==> config.mk <==
export PLATFORM = sky130hd
export DESIGN_NAME = dram_ready_cas_sequencer
export DESIGN_NICKNAME = d
export VERILOG_FILES = /design/src/core/sync2.v /design/src/core/dram_ready_cas_sequencer.v
export VERILOG_INCLUDE_DIRS = /design/src /design/src/core
export SDC_FILE = /design/constraint.sdc
export NUM_CORES = 1
export LEC_CHECK = 0
export ABC_AREA = 1
export BUFFER_PORTS_ARGS = -buffer_cell sky130_fd_sc_hd__buf_2
export CELL_PAD_IN_SITES_DETAIL_PLACEMENT = 2
export CELL_PAD_IN_SITES_GLOBAL_PLACEMENT = 2
export CORE_MARGIN = 8
export CORE_UTILIZATION = 25
export CTS_CLUSTER_DIAMETER = 40
export CTS_CLUSTER_SIZE = 25
export DETAILED_ROUTE_END_ITERATION = 12
export PLACE_DENSITY = 0.74
export SETUP_SLACK_MARGIN = 0.3
export SLEW_MARGIN = 20
export SYNTH_ARGS = -nofsm -noshare
export SYNTH_HDL_FRONTEND = slang
export SYNTH_SLANG_ARGS = --single-unit
==> constraint.sdc <==
create_clock -name sys_clk -period 1.45 [get_ports sys_clk]
set_input_delay 0.0725 -clock sys_clk [delete_from_list [all_inputs] [get_ports sys_clk]]
set_output_delay 0.0725 -clock sys_clk [all_outputs]
set_load 0.005 [all_outputs]
==> src/core/dram_seq_consts.vh <==
// Constants for the DRAM ready and column-strobe sequencer
`ifndef DRAM_SEQ_CONSTS_VH
`define DRAM_SEQ_CONSTS_VH
`define ADDR_W 8
`define REF_CNT_W 8
`define TIMER_W 12
`define REF_INTERVAL 12'hc30
`define TIMER_ONE 12'h001
`define TIMER_ZERO 12'h000
`define ADDR_ZERO 8'h00
`define CNT_ONE 8'h01
`define LATE_NS 20
`define CLK_NS 5
// Late strobe threshold in clocks: 20 ns at the 5 ns clock
`define LATE_CYC 3'h4
// Refresh row-low lengths and count end points
`define REF_LEN_4CYC 2'h3
`define REF_LEN_3CYC 2'h2
`define REF_LEN_LAST 2'h1
`define REF_LEN_ZERO 2'h0
`define CAS_DLY_W 3
`define CAS_NORMAL 3'h1
`define CAS_LATE 3'h2
`define CAS_ZERO 3'h0
`define CAS_ONE 3'h1
`endif

==> src/core/sync2.v <==
// Two-flop synchroniser for pin inputs
module sync2 (
   input wire clk,
   input wire resetn,
   input wire din,
   input wire rst_val,
   output reg dout
);
   reg meta_reg;

   // Sync reset loads the idle level of the pin
   always @(posedge clk) begin
      if (!resetn) begin
         meta_reg <= rst_val;
         dout <= rst_val;
      end else begin
         meta_reg <= din;
         dout <= meta_reg;
      end
   end
endmodule // sync2

==> src/core/dram_ready_cas_sequencer.v <==
// DRAM ready and column-strobe sequencer with refresh arbitration
// Functional notes
// - Ready returns high only on a rising system clock edge.
// - No wait strap: ready rises on the edge lowering access row strobe.
// - Wait strap: ready rises first rising edge after access strobe low.
// - Wait strap, grant cycle: ready rises one edge after row strobe low.
// - Grant after refresh, early access strobe: column strobe from row strobe edge.
// - Grant after refresh, access strobe 20 ns late: column strobe one clock later.
// - Column strobe falls only after both latch and access strobe delays.
// - Wait strap: ready waits for a rising edge even if the strobe falls with clock high.
// - Both 3-cycle and 4-cycle refresh, with either wait strap setting.
// - Refresh starts from the internal timer or the external request input.
// - Wait states inserted according to the strapped configuration input.
// - Refresh versus access arbitration and cycle start on one clock edge.
// - Latch high first with refresh pending: refresh address out, refresh starts.
// - Ready driven low after latch enable when strap set or refreshing.
`include "dram_seq_consts.vh"
module dram_ready_cas_sequencer (
   input wire sys_clk,
   input wire resetn,
   input wire addr_latch_en,
   input wire access_strobe_n,
   input wire wait_state_strap,
   input wire refresh_mode_4cyc,
   input wire refresh_request_n,
   input wire [`ADDR_W-1:0] row_addr,
   input wire [`ADDR_W-1:0] col_addr,
   output reg ready,
   output reg row_strobe_n,
   output reg col_strobe_n,
   output reg refresh_active,
   output reg [`ADDR_W-1:0] memory_address_out
);
   // State codes, one-hot
   localparam [4:0] ST_IDLE = 5'h01;
   localparam [4:0] ST_ACCESS = 5'h02;
   localparam [4:0] ST_COL = 5'h04;
   localparam [4:0] ST_REFRESH = 5'h08;
   localparam [4:0] ST_REF_END = 5'h10;

   wire ale_s;
   wire acx_n_s;
   wire wait_state_strap_s;
   wire mode4_s;
   wire ext_req_n_s;

   // Every strobe, strap and request pin passes two flops; the address buses feed the mux directly
   sync2 u_sync_ale (.clk(sys_clk), .resetn(resetn), .din(addr_latch_en),
      .rst_val(1'b0), .dout(ale_s));
   sync2 u_sync_acx (.clk(sys_clk), .resetn(resetn), .din(access_strobe_n),
      .rst_val(1'b1), .dout(acx_n_s));
   sync2 u_sync_wait_state_strap (.clk(sys_clk), .resetn(resetn), .din(wait_state_strap),
      .rst_val(1'b0), .dout(wait_state_strap_s));
   sync2 u_sync_mode (.clk(sys_clk), .resetn(resetn), .din(refresh_mode_4cyc),
      .rst_val(1'b0), .dout(mode4_s));
   sync2 u_sync_req (.clk(sys_clk), .resetn(resetn), .din(refresh_request_n),
      .rst_val(1'b1), .dout(ext_req_n_s));

   reg [4:0] state_reg;
   reg [4:0] state_next;
   reg ale_d_reg;
   reg acx_low_d_reg;
   reg [`TIMER_W-1:0] timer_reg;
   reg [`TIMER_W-1:0] timer_next;
   reg ref_pend_reg;
   reg ref_pend_next;
   reg grant_reg;
   reg grant_next;
   reg [`REF_CNT_W-1:0] ref_row_reg;
   reg [`REF_CNT_W-1:0] ref_row_next;
   reg [`CAS_DLY_W-1:0] cas_dly_reg;
   reg [`CAS_DLY_W-1:0] cas_dly_next;
   reg [`CAS_DLY_W-1:0] late_cnt_reg;
   reg [`CAS_DLY_W-1:0] late_cnt_next;
   reg [1:0] ref_len_reg;
   reg [1:0] ref_len_next;
   reg ready_next;
   reg row_next;
   reg col_next;
   reg [`ADDR_W-1:0] ma_next;

   wire ale_rise = ale_s & ~ale_d_reg;
   wire ale_fall = ~ale_s & ale_d_reg;
   wire acx_low = ~acx_n_s;
   // Grant cycle whose strobe trailed the latch by the late threshold
   wire late_grant = grant_reg & (late_cnt_reg == `LATE_CYC);
   // Internal timer or external pin may ask for refresh
   wire ref_req = (timer_reg == `TIMER_ZERO) | ~ext_req_n_s;

   // Next-state and output logic
   always @* begin
      state_next = state_reg;
      timer_next = (timer_reg == `TIMER_ZERO) ? `REF_INTERVAL : timer_reg - `TIMER_ONE;
      ref_pend_next = ref_pend_reg | ref_req;
      grant_next = grant_reg;
      ref_row_next = ref_row_reg;
      cas_dly_next = cas_dly_reg;
      late_cnt_next = late_cnt_reg;
      ref_len_next = ref_len_reg;
      ready_next = ready;
      row_next = row_strobe_n;
      col_next = col_strobe_n;
      ma_next = memory_address_out;
      // Count how long the access strobe trails the latch fall; the access
      // state leaves idle at once, so this runs in every state
      if (ale_fall) begin
         late_cnt_next = acx_low ? `CAS_ZERO : `CAS_ONE;
      end else if (!acx_low && late_cnt_reg != `LATE_CYC) begin
         late_cnt_next = late_cnt_reg + `CAS_ONE;
      end
      case (state_reg)
         ST_IDLE: begin
            row_next = 1'b1;
            col_next = 1'b1;
            if (ale_rise && ref_pend_reg && !acx_low) begin
               // Refresh wins arbitration at the cycle start
               state_next = ST_REFRESH;
               ma_next = ref_row_reg;
               ready_next = 1'b0;
               ref_len_next = mode4_s ? `REF_LEN_4CYC : `REF_LEN_3CYC;
            end else if (ale_fall) begin
               state_next = ST_ACCESS;
               ma_next = row_addr;
               // Strap set delays ready; strap clear keeps it high except on the grant cycle
               ready_next = ~wait_state_strap_s | 1'b0;
               if (!wait_state_strap_s) begin
                  ready_next = ~grant_reg;
               end
            end else begin
               ready_next = ~(wait_state_strap_s & ale_s) | ~ale_s;
            end
         end
         ST_ACCESS: begin
            row_next = 1'b0;
            // Grant cycle waits for its row strobe edge
            if (grant_reg) begin
               ready_next = ~wait_state_strap_s;
            end
            // Column delay is timed from the row strobe edge
            cas_dly_next = `CAS_NORMAL;
            state_next = ST_COL;
         end
         ST_COL: begin
            row_next = 1'b0;
            ma_next = col_addr;
            // Column strobe needs the timed delay and a low access strobe
            if (cas_dly_reg != `CAS_ZERO) begin
               cas_dly_next = cas_dly_reg - `CAS_ONE;
            end else if (acx_low && (!late_grant || acx_low_d_reg)) begin
               // A late strobe on a grant cycle costs one more clock
               col_next = 1'b0;
            end
            // With the strap set, ready rises here, on the clock edge
            if (wait_state_strap_s && acx_low) begin
               ready_next = 1'b1;
            end
            // End of access; host keeps strobe low for a full pulse
            if (acx_n_s && !col_strobe_n) begin
               state_next = ST_IDLE;
               row_next = 1'b1;
               col_next = 1'b1;
               grant_next = 1'b0;
               ready_next = 1'b1;
            end
         end
         ST_REFRESH: begin
            row_next = 1'b0;
            ref_len_next = ref_len_reg - `REF_LEN_LAST;
            if (ref_len_reg == `REF_LEN_LAST) begin
               state_next = ST_REF_END;
            end
         end
         ST_REF_END: begin
            // Refresh done: next access is the grant cycle
            row_next = 1'b1;
            ref_row_next = ref_row_reg + `CNT_ONE;
            ref_pend_next = ref_req;
            grant_next = 1'b1;
            state_next = ST_IDLE;
         end
         default: begin
            state_next = ST_IDLE;
         end
      endcase
   end

   // State and output flops; sync reset to idle levels
   always @(posedge sys_clk) begin
      if (!resetn) begin
         state_reg <= ST_IDLE;
         ale_d_reg <= 1'b0;
         acx_low_d_reg <= 1'b0;
         timer_reg <= `REF_INTERVAL;
         ref_pend_reg <= 1'b0;
         grant_reg <= 1'b0;
         ref_row_reg <= `ADDR_ZERO;
         cas_dly_reg <= `CAS_ZERO;
         late_cnt_reg <= `CAS_ZERO;
         ref_len_reg <= `REF_LEN_ZERO;
         ready <= 1'b1;
         row_strobe_n <= 1'b1;
         col_strobe_n <= 1'b1;
         refresh_active <= 1'b0;
         memory_address_out <= `ADDR_ZERO;
      end else begin
         state_reg <= state_next;
         ale_d_reg <= ale_s;
         acx_low_d_reg <= acx_low;
         timer_reg <= timer_next;
         ref_pend_reg <= ref_pend_next;
         grant_reg <= grant_next;
         ref_row_reg <= ref_row_next;
         cas_dly_reg <= cas_dly_next;
         late_cnt_reg <= late_cnt_next;
         ref_len_reg <= ref_len_next;
         ready <= ready_next;
         row_strobe_n <= row_next;
         col_strobe_n <= col_next;
         refresh_active <= (state_next == ST_REFRESH) | (state_next == ST_REF_END);
         memory_address_out <= ma_next;
      end
   end
endmodule // dram_ready_cas_sequencer

**After elaboration in Yosys (flattened, before gate mapping)**

Cells that the tools add are included.

- Bits of input ports: 23
- Register bits after elaboration: 59

- Reductions and logical operators: 27
- Multiplexer cells: 32
- $add $sub $neg: 5
- Bitwise logic cells: 16
- Equality and inequality tests: 18

Operators with widths:

| kind | number |
|---|---|
| $mux 5 | 4 |
| $pmux 5 s4 | 1 |
| $mux 8 | 2 |
| $pmux 8 s2 | 1 |
| $ne 3x3->1 const B | 5 |
| $mux 1 | 14 |
| $logic_not 12->1 | 1 |
| $sub 12x1->12 const B | 1 |
| $eq 5x4->1 const B | 2 |
| $eq 5x5->1 const B | 2 |
| $reduce_bool 2->1 | 5 |
| $mux 3 | 3 |
| $reduce_bool 3->1 | 3 |
| $add 8x1->8 const B | 1 |
| $ne 2x2->1 const B | 4 |
| $not 1->1 | 8 |
| $reduce_and 2->1 | 4 |
| $logic_and 1x1->1 | 6 |
| $pmux 1 s3 | 2 |
| $pmux 3 s2 | 1 |
| $reduce_and 3->1 | 2 |
| $reduce_or 2->1 | 3 |
| $eq 5x1->1 const B | 1 |
| $eq 5x2->1 const B | 1 |
| other kinds (13) | 21 |

**Depth between registers and ports, before layout**

Gate-level depths: netlist (run 1).

- Depth in word-level cells: 9
- Mapped depth: 10
- Depth with buffers taken out: 9

**By module**

A second synthesis (run 1) with hierarchy kept.

- Cell total of the unflattened synthesis: 440
- Area, all modules: 2,950.3 um^2

By module, submodules not included:

| module | seq. area each (um^2) | cells each | instances | area each (um^2) |
|---|---|---|---|---|
| dram_ready_cas_sequencer | 980.9 | 400 | 1 | 2,625.0 |
| sync2 | 40.0 | 8 | 5 | 65.1 |

**Least setup slack after synthesis (run 1)**

OpenSTA, ideal clock, no wires.

- Kind: register -> register
- From: reg state_reg[2]
- To: reg memory_address_out[0]
- Stages on the path, launching flop included: 10
- Arrival time: 1.141 ns
- Period minus slack after synthesis: 1.253 ns
- Path slack: 0.197 ns
- Path through: dfxtp_1 -> nor2_4 -> nand2_1 -> nor2_2 -> nand3_2 -> nand2_4 -> buf_6 -> nand2_1 -> nand2_1 -> nor2_1

- Longest elaborated chain between the ends: 3

Ends and longest elaborated chain:

| item | line | RTL |
|---|---|---|
| start: declaration | dram_ready_cas_sequencer.v:59 | `reg [4:0] state_reg;` |
| start signal: assignment | dram_ready_cas_sequencer.v:206 | `state_reg <= state_next;` |
| $eq 5x1->1 or $eq 5x3->1 (tied branches) | dram_ready_cas_sequencer.v:111 | `case (state_reg)` |
| $ne 3x3->1 (no line) or $reduce_bool 2->1 (tied branches) | n/a |  |
| $reduce_and 2->1 (no line) | n/a |  |
| end signal: assignment | dram_ready_cas_sequencer.v:204 | `` memory_address_out <= `ADDR_ZERO; `` |
| end signal: assignment | dram_ready_cas_sequencer.v:220 | `memory_address_out <= ma_next;` |
| end: declaration | dram_ready_cas_sequencer.v:32 | `` output reg [`ADDR_W-1:0] memory_address_out `` |

Parallel ways exist; a longest one is shown, timed or not.
A chain may end at the register's enable or synchronous reset.

**Final worst setup path (run 1)**

- From: reg state_reg[0]
- To: reg col_strobe_n

- Longest elaborated chain between the ends: 3

Ends and longest elaborated chain:

| item | line | RTL |
|---|---|---|
| $eq 5x3->1 or $eq 5x1->1 (tied branches) | dram_ready_cas_sequencer.v:111 |  |
| $ne 3x3->1 (no line) or $reduce_bool 2->1 (tied branches) | n/a |  |
| $reduce_and 3->1 (no line) | n/a |  |
| end signal: assignment | dram_ready_cas_sequencer.v:218 | `col_strobe_n <= col_next;` |
| end: declaration | dram_ready_cas_sequencer.v:30 | `output reg col_strobe_n,` |

Parallel ways exist; a longest one is shown, timed or not.

==> results of run 1 <==
tightest hold or removal path, stage by stage:
cell and delay, ns:
buf_2 0.08, nand2_2 0.04, nand2_1 0.06, nor2_1 0.04, nor2_1 0.07
worst max-delay path by stage:
| stage | depth (start not counted) | start | slack (ns) | endpoint |
|---|---|---|---|---|
| after CTS | 7 | state_reg[0] | 0.08 | col_strobe_n |
| final | 7 | state_reg[0] | -0.08 | col_strobe_n |
| after global routing | 7 | state_reg[0] | -0.13 | col_strobe_n |
| after floorplan | 9 | state_reg[2] | 0.21 | memory_address_out[0] |
| after global placement | 7 | state_reg[0] | 0.04 | ref_row_reg[4] |
| after detailed placement | 7 | state_reg[0] | 0.009 | memory_address_out[5] |
synthesized netlist by cell type:
cell type  count
o22ai_1        1
buf_2          5
nor2_2         2
nor2_1        61
o21ai_0       10
nor3b_1        2
xor2_1         6
nand3_2        1
nand2_1      124
buf_6          1
a21oi_1       20
inv_2          2
nand3_1       26
nor4_1         2
nand2_2        3
a31oi_1        1
ha_1           8
nor2_4         2
nand4_1        5
inv_1         70
dfxtp_1       59
clkbuf_1       4
nand2_4        1
nand3b_1       3
nor3_1         6
o31ai_1        1
xnor2_1        2
or2_2          5
cell families after synthesis:
group                    after synthesis
XOR/XNOR                               8
adder cells (fa/ha/maj)                8
buffers and inverters                 82
AND/OR/NAND/NOR                      243
flip-flops                            59
AO/OA/AOI/OAI                         33
metal layers:
| metal | vias to the layer above | part of all wire (%) | global-route usage [%] |
|---|---|---|---|
| met1 | 1553 | 40 | 14.90 |
| met4 | 0 | 1.8 | 5.794 |
| li1 | 1515 | - | - |
| met2 | 39 | 56 | 27.10 |
| met3 | 14 | 2.7 | 2.511 |
| met5 | - | 0 | 0 |
stage by stage:
step	power, mW	hold WS, ns	util [%]
2_1_floorplan	2.062	0.1701	-
3_3_place_gp	2.200	0.2537	29.47
3_5_place_dp	2.230	0.2624	29.47
4_1_cts	4.627	0.06326	36.38
5_1_grt	4.943	0.1113	40.27
6_report	4.754	0.06954	40.27
repair_timing:
action                                  in CTS  in global routing
buffers inserted                            16                 16
gates cloned                                 2                  1
pin swaps                                   36                 39
hold endpoints to repair                     5                  0
hold buffers                                 5                  0
gates resized for setup                     94                 83
endpoints found under the setup margin      47                 47
where the power goes:
part	internal (mW)	leakage, nW	switching, mW
registers	1.70	0.487	0.0640
logic	0.362	1.42	0.444
clock network	1.37	0.145	0.814
total	3.43	2.05	1.32
cell type report:
| class | instances | area, µm² |
|---|---|---|
| Fill cell | 1289 | 6761 |
| Timing Repair Buffer | 88 | 668.1 |
| Tap cell | 143 | 178.9 |
| Clock inverter | 5 | 52.55 |
| Inverter | 72 | 290.3 |
| Sequential cell | 59 | 1215 |
| Clock buffer | 11 | 242.7 |
| Multi-Input combinational cell | 294 | 1912 |
layout by cell type, fill, tap and decap left out, drive strengths merged, types with 6 or more instances in the layout:
master	count
nand2	130
buf	83
inv	72
nor2	65
dfxtp	59
nand3	27
a21oi	20
clkbuf	11
o21ai	10
ha	8
xor2	6
nor3	6
==> results.txt, run 1 <==
Status: finished, violations left
Failing checks: setup timing
HP Start: col_addr[2]
Final setup vio count: 2
Starting Density: 25.49%
R2R setup slack: -0.08 ns
DP Worst Slack: 0.008926 ns
Largest family of logic cells by synthesized area: simple AND/OR/NAND/NOR gates
DRT antenna net count: 0
Skew-Pair Late Insertion Delay: 0.33 ns
Placed instance count: 616
Port bufs: 34
Seq/Total Area, Yosys: 40.94%
Worst setup margin: -0.07642 ns
Crit. End Element: flip-flop
Die width: 123.4 µm
Global-route wire length before repair: 16900 µm
Die area: 0.01524 mm²
Worst-path fanout max: 4
CP arrival: 1.74 ns
Worst Path Required: 1.66 ns
Yosys top cell by area: dfxtp_1
Cells after Synth: 433
Cell variety after synth: 28
Core area: 0.01132 mm²
CTS H-tree lvls: 3
Post-synthesis compound-gate area fraction: 5.898%
CP top delay family: simple AND/OR/NAND/NOR gates
Placer Congestion: 0.8074
Post-Synth XOR/XNOR Area: 2.428%
DP HPWL: 6764 µm
VDD IR max: 0.0005195 V
Fin crit period: 1.526 ns
Fin cells: 672
Placed cell area: 0.003336 mm²
Area contributors post-synth: dfxtp_1 41%, nand2_1 16%, inv_1 9.1%, nor2_1 7.9%, nand3_1 4.5%
Synth Area in Simple Gates: 36.12%
Area Overhead vs Synth: 58.02%
Design area: 0.004559 mm²
Nets: 555
Unrepaired setup endpoints after global routing: yes
FMAX: 655.1 MHz
Mapped Avg Cell Area: 6.663 µm²
Clock Path Buffers: 2
Final setup TNS: -0.08261 ns
Initial antenna violation count: 0
Cell area power density: 1043 mW/mm²
CTS tree: done
Hold path depth: 5
Worst reg2reg path depth: 7
Worst-margin pin slew: 0.4516 ns
RR Startpoint: state_reg[0]
Layout cell share with drive strength beyond 1: 42.53%
Cell Area, Synth: 0.002885 mm²
Slowest stage delay, CP: 0.38 ns
Setup CP Type: flip-flop to flip-flop
Proportion of synthesized area in mux cells: 0%
Max-Cap Viols: 0
I/O pin total: 35
Fin crit share: 105.3%
Overall Global Routing Usage: 14.17%
Initial DRC Count: 57
Largest register FFs: 12
Syn nets: 464
Clk sinks: 59
Post-DR wirelength/cell: 17.73 µm
Vias per Instance: 4.644
Crit path launch type: flip-flop
P_leak: 2.052 nW
Crit path buffers/inverters: 1
Post-synth top area share: 40.94%
Clock-pin slew on the worst setup and hold paths: 0.06 ns
Hold EP: memory_address_out[2]
CTS Buf Count: 9
Min-Delay Path Class: primary input to flip-flop
Vias: 3121
Vias in the first global route: 3475
Total gr overflow: 0
Residual DRC: 0
Site row count: 39
Synth warnings: 0
Max-slew violations: 0
Hold Vio Cnt, Final: 0
Headroom to the max-slew limit: 69.86%
RR Endpoint: col_strobe_n
Clk_skew: 0.004507 ns
Iteration count of the initial detailed-routing pass: 4
Post-Synth Adder-Cell Area: 3.469%
Final WL: 11910 µm
FF+latch count, synth: 59
Root buffer selected by CTS: clkbuf_16
Critical Path, Cell by Cell: inv_2 > nor2_2 > nand3_2 > nand2_4 > nand3_1 > o21ai_0 > nand2_1
Largest net degree at the start of global routing: 25
Die H: 123.4 µm
Ant. Diodes: 0
CP max stage cell: dfxtp_4
No activity file was read; power rests on OpenSTA's default activity.
==> run 2, diff against run 1 <==
==> constraint.sdc (replaced) <==
create_clock -name sys_clk -period 1.5 [get_ports sys_clk]
set_input_delay 0.075 -clock sys_clk [delete_from_list [all_inputs] [get_ports sys_clk]]
set_output_delay 0.075 -clock sys_clk [all_outputs]
set_load 0.005 [all_outputs]
==> run 2 against run 1 <==
Against the previous run: the flow still finishes with violations (setup timing); clock power shrank 9%; register-to-register slack gained 0.07 ns; non-clock buffer count grew 3; sequential cell count is the same; clock skew grew 0.0059 ns; critical endpoint is now memory_address_out[7]; largest power group unchanged; highest routed layer unchanged.
==> results.txt, run 2 (synthesis results as in run 1) <==
Status: finished, violations left
Failing checks: setup timing
DRT antenna net count: 0 (unchanged)
Port bufs: 34 (unchanged)
CTS H-tree lvls: 3 (unchanged)
RR Startpoint: state_reg[2]
Clk sinks: 59 (unchanged)
Fin crit period: 1.504 ns (-0.02213 ns)
Cell area power density: 968.2 mW/mm² (-7.2%)
Die area: 0.01524 mm² (unchanged)
Max-Cap Viols: 0 (unchanged)
Vias: 3147 (+0.83%)
Largest register FFs: 12 (unchanged)
Site row count: 39 (unchanged)
Leading cell type in the layout, fill and taps excluded: nand2_1
Fin crit share: 100.3% (-5.0 points)
Critical Path, Cell by Cell: nor2_4 > nand2_2 > nor2_4 > nand3_4 > nand2_8 > nand2_1 > nand2_1 > nor2_1
CTS Buf Count: 9 (unchanged)
Starting Density: 25.49% (unchanged)
Setup CP Type: flip-flop to flip-flop
Post-DR wirelength/cell: 19.31 µm (+8.9%)
HP Start: resetn
Final setup vio count: 1 (-1)
Multi-input logic area: 0.001904 mm² (-0.39%)
Nets: 558 (+0.54%)
Initial DRC Count: 77 (+35%)
CP arrival: 1.72 ns (-0.02 ns)
Root buffer selected by CTS: clkbuf_16
DP HPWL: 6693 µm (-1.1%)
Residual DRC: 0 (unchanged)
Unrepaired setup endpoints after global routing: yes
Crit path launch type: flip-flop
Power after layout: 4.419 mW (-7.0%)
Final Util: 40.32% (+0.044 points)
Hold Vio Cnt, Final: 0 (unchanged)
Clock-pin slew on the worst setup and hold paths: 0.05 ns (about the same)
FMAX: 664.8 MHz (+1.5%)
Initial antenna violation count: 0 (unchanged)
Worst reg2reg path depth: 8 (+1)
I/O pin total: 35 (unchanged)
Layout cell share with drive strength beyond 1: 42.18% (-0.35 points)
Register area: 0.001217 mm² (+0.21%)
Skew-Pair Late Insertion Delay: 0.33 ns (about the same)
Global-route wire length before repair: 15900 µm (-5.9%)
Filler instances: 1284 (-0.39%)
P_leak: 2.073 nW (+1.0%)
VDD IR max: 0.0004477 V (-14%)
Die width: 123.4 µm (unchanged)
Worst setup margin: -0.004290 ns (+0.07213 ns)
Hold path depth: 3 (-2)
Slowest stage delay, CP: 0.37 ns (about the same)
Area Overhead vs Synth: 58.20%
Vias per Instance: 4.669 (+0.53%)
Crit. End Element: flip-flop
Most frequent cells in the layout: 101 x nand2_1, 55 x inv_1, 44 x dfxtp_1
Core area: 0.01132 mm² (unchanged)
Headroom to the max-slew limit: 77.10% (+7.2 points)
Iteration count of the initial detailed-routing pass: 4 (unchanged)
Worst Path Required: 1.71 ns (+0.05 ns)
Total gr overflow: 0 (unchanged)
Clk_skew: 0.01043 ns (+0.005920 ns)
Min-Delay Path Class: primary input to flip-flop
Max-slew violations: 0 (unchanged)
Clock Path Buffers: 2 (unchanged)
Placer Congestion: 0.7513 (-6.9%)
CP max stage cell: dfxtp_4
Final WL: 13020 µm (+9.3%)
Hold EP: ref_pend_reg
Vias in the first global route: 3351 (-3.6%)
Ant. Diodes: 0 (unchanged)
Die H: 123.4 µm (unchanged)
CTS tree: done
Hold WS: 0.06413 ns (-0.005408 ns)
RR Endpoint: memory_address_out[7]
R2R setup slack: -0.004 ns (+0.07 ns)
Largest net degree at the start of global routing: 24 (-4.0%)
Worst-path fanout max: 8 (+4)
Overall Global Routing Usage: 13.40% (-0.77 points)
Worst-margin pin slew: 0.3407 ns (-0.1109 ns)
## run 2: cell count changes in the layout (fill, tap and decap cells not counted), moves of 3 or more
cell,previous run,this run
nor2_2,13,4
nor2_1,33,39
o21ai_1,2,5
nor2_4,19,22
nand2_4,10,7
nand2_1,98,101
o21ai_0,6,3
## run 2: how the worst max path moves through the flow
stage | slack, ns | endpoint | depth (start not counted) | start
2_1_floorplan | 0.26 | memory_address_out[0] | 9 | state_reg[2]
3_3_place_gp | 0.03 | memory_address_out[3] | 7 | u_sync_acx.dout
3_5_place_dp | -0.01 | cas_dly_reg[2] | 8 | cas_dly_reg[0]
4_1_cts | 0.13 | memory_address_out[4] | 8 | state_reg[3]
5_1_grt | -0.08 | memory_address_out[7] | 8 | state_reg[2]
6_report | -0.004 | memory_address_out[7] | 8 | state_reg[2]
## run 2: per-layer routing
metal | global-route usage [%] | part of all wire (%) | wire, µm | up-vias
li1 | - | - | - | 1513
met1 | 13.61 | 38 | 4890 | 1547
met2 | 25.99 | 56 | 7334 | 54
met3 | 2.968 | 2.4 | 311 | 33
met4 | 5.041 | 3.7 | 477 | 0
met5 | 0 | 0 | 0 | -
## run 2: what timing repair did
| action | in CTS | in global routing |
|---|---|---|
| cloned | 1 | 2 |
| setup endpoints to repair | 44 | 46 |
| setup buffers | 9 | 26 |
| endpoints found under the hold margin | 5 | 0 |
| hold buffers | 5 | 0 |
| gates resized for setup | 49 | 132 |
| pin swaps | 16 | 46 |
## run 2: critical path, delay by kind of cell, from the launching register on
kind / cells / cell delay (ns)
AND/OR/NAND/NOR: 8 / 1.01
flip-flops: 1 / 0.37
## run 2: metrics by stage
step                      instance area, µm²  instances  worst slack (ns)  setup TNS (ns)
after floorplan                         2894        433            0.2625               0
after global placement                  3309        616           0.03127               0
after detailed placement                3309        616          -0.01074        -0.01074
after CTS                               3882        646            0.1272               0
after global routing                    4564        674          -0.07507         -0.1930
final                                   4564        674         -0.004290       -0.004290
## run 2: cell type report
class | instances | share of cell area [%]
clock buffer | 13 | 5.921
clock inverter | 2 | 0.2193
tap | 143 | 3.920
sequential | 59 | 26.67
timing repair buffer | 91 | 15.24
multi-input combinational | 294 | 41.72
inverter | 72 | 6.305
## run 2: where the power goes
part | internal [mW] | leakage [nW] | switching (mW)
clock | 1.24 | 0.141 | 0.751
sequential | 1.64 | 0.487 | 0.0698
combinational | 0.314 | 1.44 | 0.403
total | 3.20 | 2.07 | 1.22
==> run 3, diff against run 2 <==
--- a/config.mk
+++ b/config.mk
@@ -15,6 +15,7 @@
 export CTS_CLUSTER_DIAMETER = 40
 export CTS_CLUSTER_SIZE = 25
 export DETAILED_ROUTE_END_ITERATION = 12
+export HOLD_SLACK_MARGIN = 0.15
 export PLACE_DENSITY = 0.74
 export SETUP_SLACK_MARGIN = 0.3
 export SLEW_MARGIN = 20
==> run 3 against run 2 <==
Against the previous run: largest power group unchanged; non-clock buffer count increased by 4; via count is 0.95% higher; count of clock-buffer cells in the layout did not move; the flow still finishes with violations (setup timing); sequential share of layout area shrank 0.54 points; fmax down 0.39%; final area grew 2.2%; die area stayed put; register-to-register slack about the same; critical path depth is the same; hold slack better by 0.11 ns; worst setup slack worse by 0.0059 ns.
==> results.txt, run 3 (synthesis results as in run 1) <==
Vias: 3177 (+0.95%)
Slowest stage delay, CP: 0.36 ns (about the same)
CTS tree: done
Die width: 123.4 µm (unchanged)
Share of total power in combinational logic: 17.4% (+1.2 points)
Clock-pin slew on the worst setup and hold paths: 0.05 ns (about the same)
Worst-path fanout max: 8 (unchanged)
Crit path launch type: flip-flop
Skew-Pair Late Insertion Delay: 0.33 ns (about the same)
Failing checks: setup timing
Placed cell area: 0.003309 mm² (unchanged)
Hold Vio Cnt, Final: 0 (unchanged)
Post-DR wirelength/cell: 19.22 µm (-0.47%)
Worst-margin pin slew: 0.3240 ns (-0.01672 ns)
Crit. End Element: flip-flop
I/O pin total: 35 (unchanged)
Initial antenna violation count: 0 (unchanged)
Placer Congestion: 0.7513 (unchanged)
Net Sw Frac: 27.57% (-0.10 points)
Leading cell type in the layout, fill and taps excluded: nand2_1
Overall Global Routing Usage: 13.75% (+0.35 points)
Total gr overflow: 0 (unchanged)
CP arrival: 1.73 ns (about the same)
P_leak: 2.093 nW (+0.98%)
DP HPWL: 6693 µm (unchanged)
Worst Path Required: 1.72 ns (about the same)
Root buffer selected by CTS: clkbuf_16
Max-Cap Viols: 0 (unchanged)
Design area: 0.004663 mm² (+2.2%)
Fin crit period: 1.510 ns (+0.005897 ns)
Critical Path, Cell by Cell: nor2_4 > nand2_2 > nor2_4 > nand3_4 > nand2_8 > nand2_1 > nand2_1 > nor2_1
Iteration count of the initial detailed-routing pass: 4 (unchanged)
Residual DRC: 0 (unchanged)
CP top delay family: simple AND/OR/NAND/NOR gates
Min-Delay Path Class: primary input to flip-flop
CTS H-tree lvls: 3 (unchanged)
R2R setup slack: -0.01 ns (about the same)
Most frequent cells in the layout: 99 x nand2_1, 57 x inv_1, 45 x dfxtp_1
Setup CP Type: flip-flop to flip-flop
DRT antenna net count: 0 (unchanged)
Layout cell share with drive strength beyond 1: 42.62% (+0.43 points)
Hold WS: 0.1719 ns (+0.1078 ns)
CTS Buf Count: 9 (unchanged)
Flop pwr share: 38.3% (-0.5 points)
Vias in the first global route: 3406 (+1.6%)
Worst setup margin: -0.01019 ns (-0.005897 ns)
Core area: 0.01132 mm² (unchanged)
Final WL: 13030 µm (+0.12%)
Die H: 123.4 µm (unchanged)
Ant. Diodes: 0 (unchanged)
Port bufs: 34 (unchanged)
CP max stage cell: dfxtp_4
Largest register FFs: 12 (unchanged)
Fin crit share: 100.7% (+0.39 points)
Final Util: 41.19% (+0.87 points)
VDD IR max: 0.0005105 V (+14%)
Clock network fraction of total power: 44.2% (-0.8 points)
Unrepaired setup endpoints after global routing: yes
Global-route wire length before repair: 16300 µm (+2.5%)
Starting Density: 25.49% (unchanged)
FMAX: 662.2 MHz (-0.39%)
Area Overhead vs Synth: 61.62%
Initial DRC Count: 71 (-7.8%)
Vias per Instance: 4.686 (+0.36%)
Clk_skew: 0.007425 ns (-0.003003 ns)
Clock Path Buffers: 2 (unchanged)
Sw power: 1.228 mW (+0.41%)
Int Pwr: 3.226 mW (+0.92%)
Die area: 0.01524 mm² (unchanged)
Crit path buffers/inverters: 0 (unchanged)
Clk sinks: 59 (unchanged)
Power after layout: 4.453 mW (+0.78%)
Site row count: 39 (unchanged)
Max-slew violations: 0 (unchanged)
Nets: 562 (+0.72%)
Status: finished, violations left
Headroom to the max-slew limit: 78.33% (+1.2 points)
Cell area power density: 955.0 mW/mm² (-1.4%)
Largest net degree at the start of global routing: 24 (unchanged)
Final setup vio count: 1 (unchanged)
==> run 3: changes by cell type in the layout (fill, tap and decap cells not counted), sizes merged <==
cell         before  now
clkbuf           14   13
dlygate4sd3       5   15
buf              85   80
==> run 3: path summary, 6_finish.rpt <==
path                              startpoint               endpoint  cells past startpoint
worst max-delay path            state_reg[2]  memory_address_out[7]                      8
worst min-delay path             row_addr[2]  memory_address_out[2]                      7
worst min register to register  timer_reg[0]           timer_reg[0]                      1
worst max register to register  state_reg[2]  memory_address_out[7]                      8
==> run 3: layout make-up <==
cell class	instances	area, µm²
timing repair buffer	95	742.0
inverter	72	287.8
clock inverter	2	10.01
fill	1265	6658
clock buffer	13	270.3
tap	143	178.9
sequential	59	1219
multi-input combinational	294	1956
==> run 3: layer usage <==
metal	up-vias	GRT usage, %	share of wire, %
li1	1526	-	-
met1	1582	14.08	38
met2	43	26.63	57
met3	26	2.968	2.0
met4	0	5.041	2.9
met5	-	0	0
==> run 3: worst min-delay path, cell delays in order <==
cell and delay [ns]:
buf_2 0.07, inv_1 0.03, nand2_1 0.06, nand3_1 0.06, nand2_1 0.06, nor2_1 0.03
nor2_1 0.08
==> run 3: through the flow <==
step / TNS [ns] / setup slack, ns / instances
floorplan: 0 / 0.2625 / 433
global placement: 0 / 0.03127 / 616
detailed placement: -0.01074 / -0.01074 / 616
CTS: 0 / 0.1272 / 656
global route: -0.2701 / -0.06236 / 678
finish: -0.01019 / -0.01019 / 678
==> run 3: repair_timing <==
item                       in CTS  in global routing
cloned                          1                  1
pin swaps                      16                 42
hold buffers                   15                  0
setup buffers                   9                 21
setup endpoints to repair      44                 46
hold endpoints to repair       21                  0
gates resized for setup        49                141
==> run 3: power groups by stage <==
stage | Clock, mW | Combinational (mW) | Sequential (mW)
3_5_place_dp | 0 | 0.422 | 1.73
3_3_place_gp | 0 | 0.401 | 1.73
6_report | 1.97 | 0.776 | 1.71
4_1_cts | 1.99 | 0.534 | 1.70
5_1_grt | 2.07 | 0.845 | 1.72
2_1_floorplan | 0 | 0.265 | 1.72
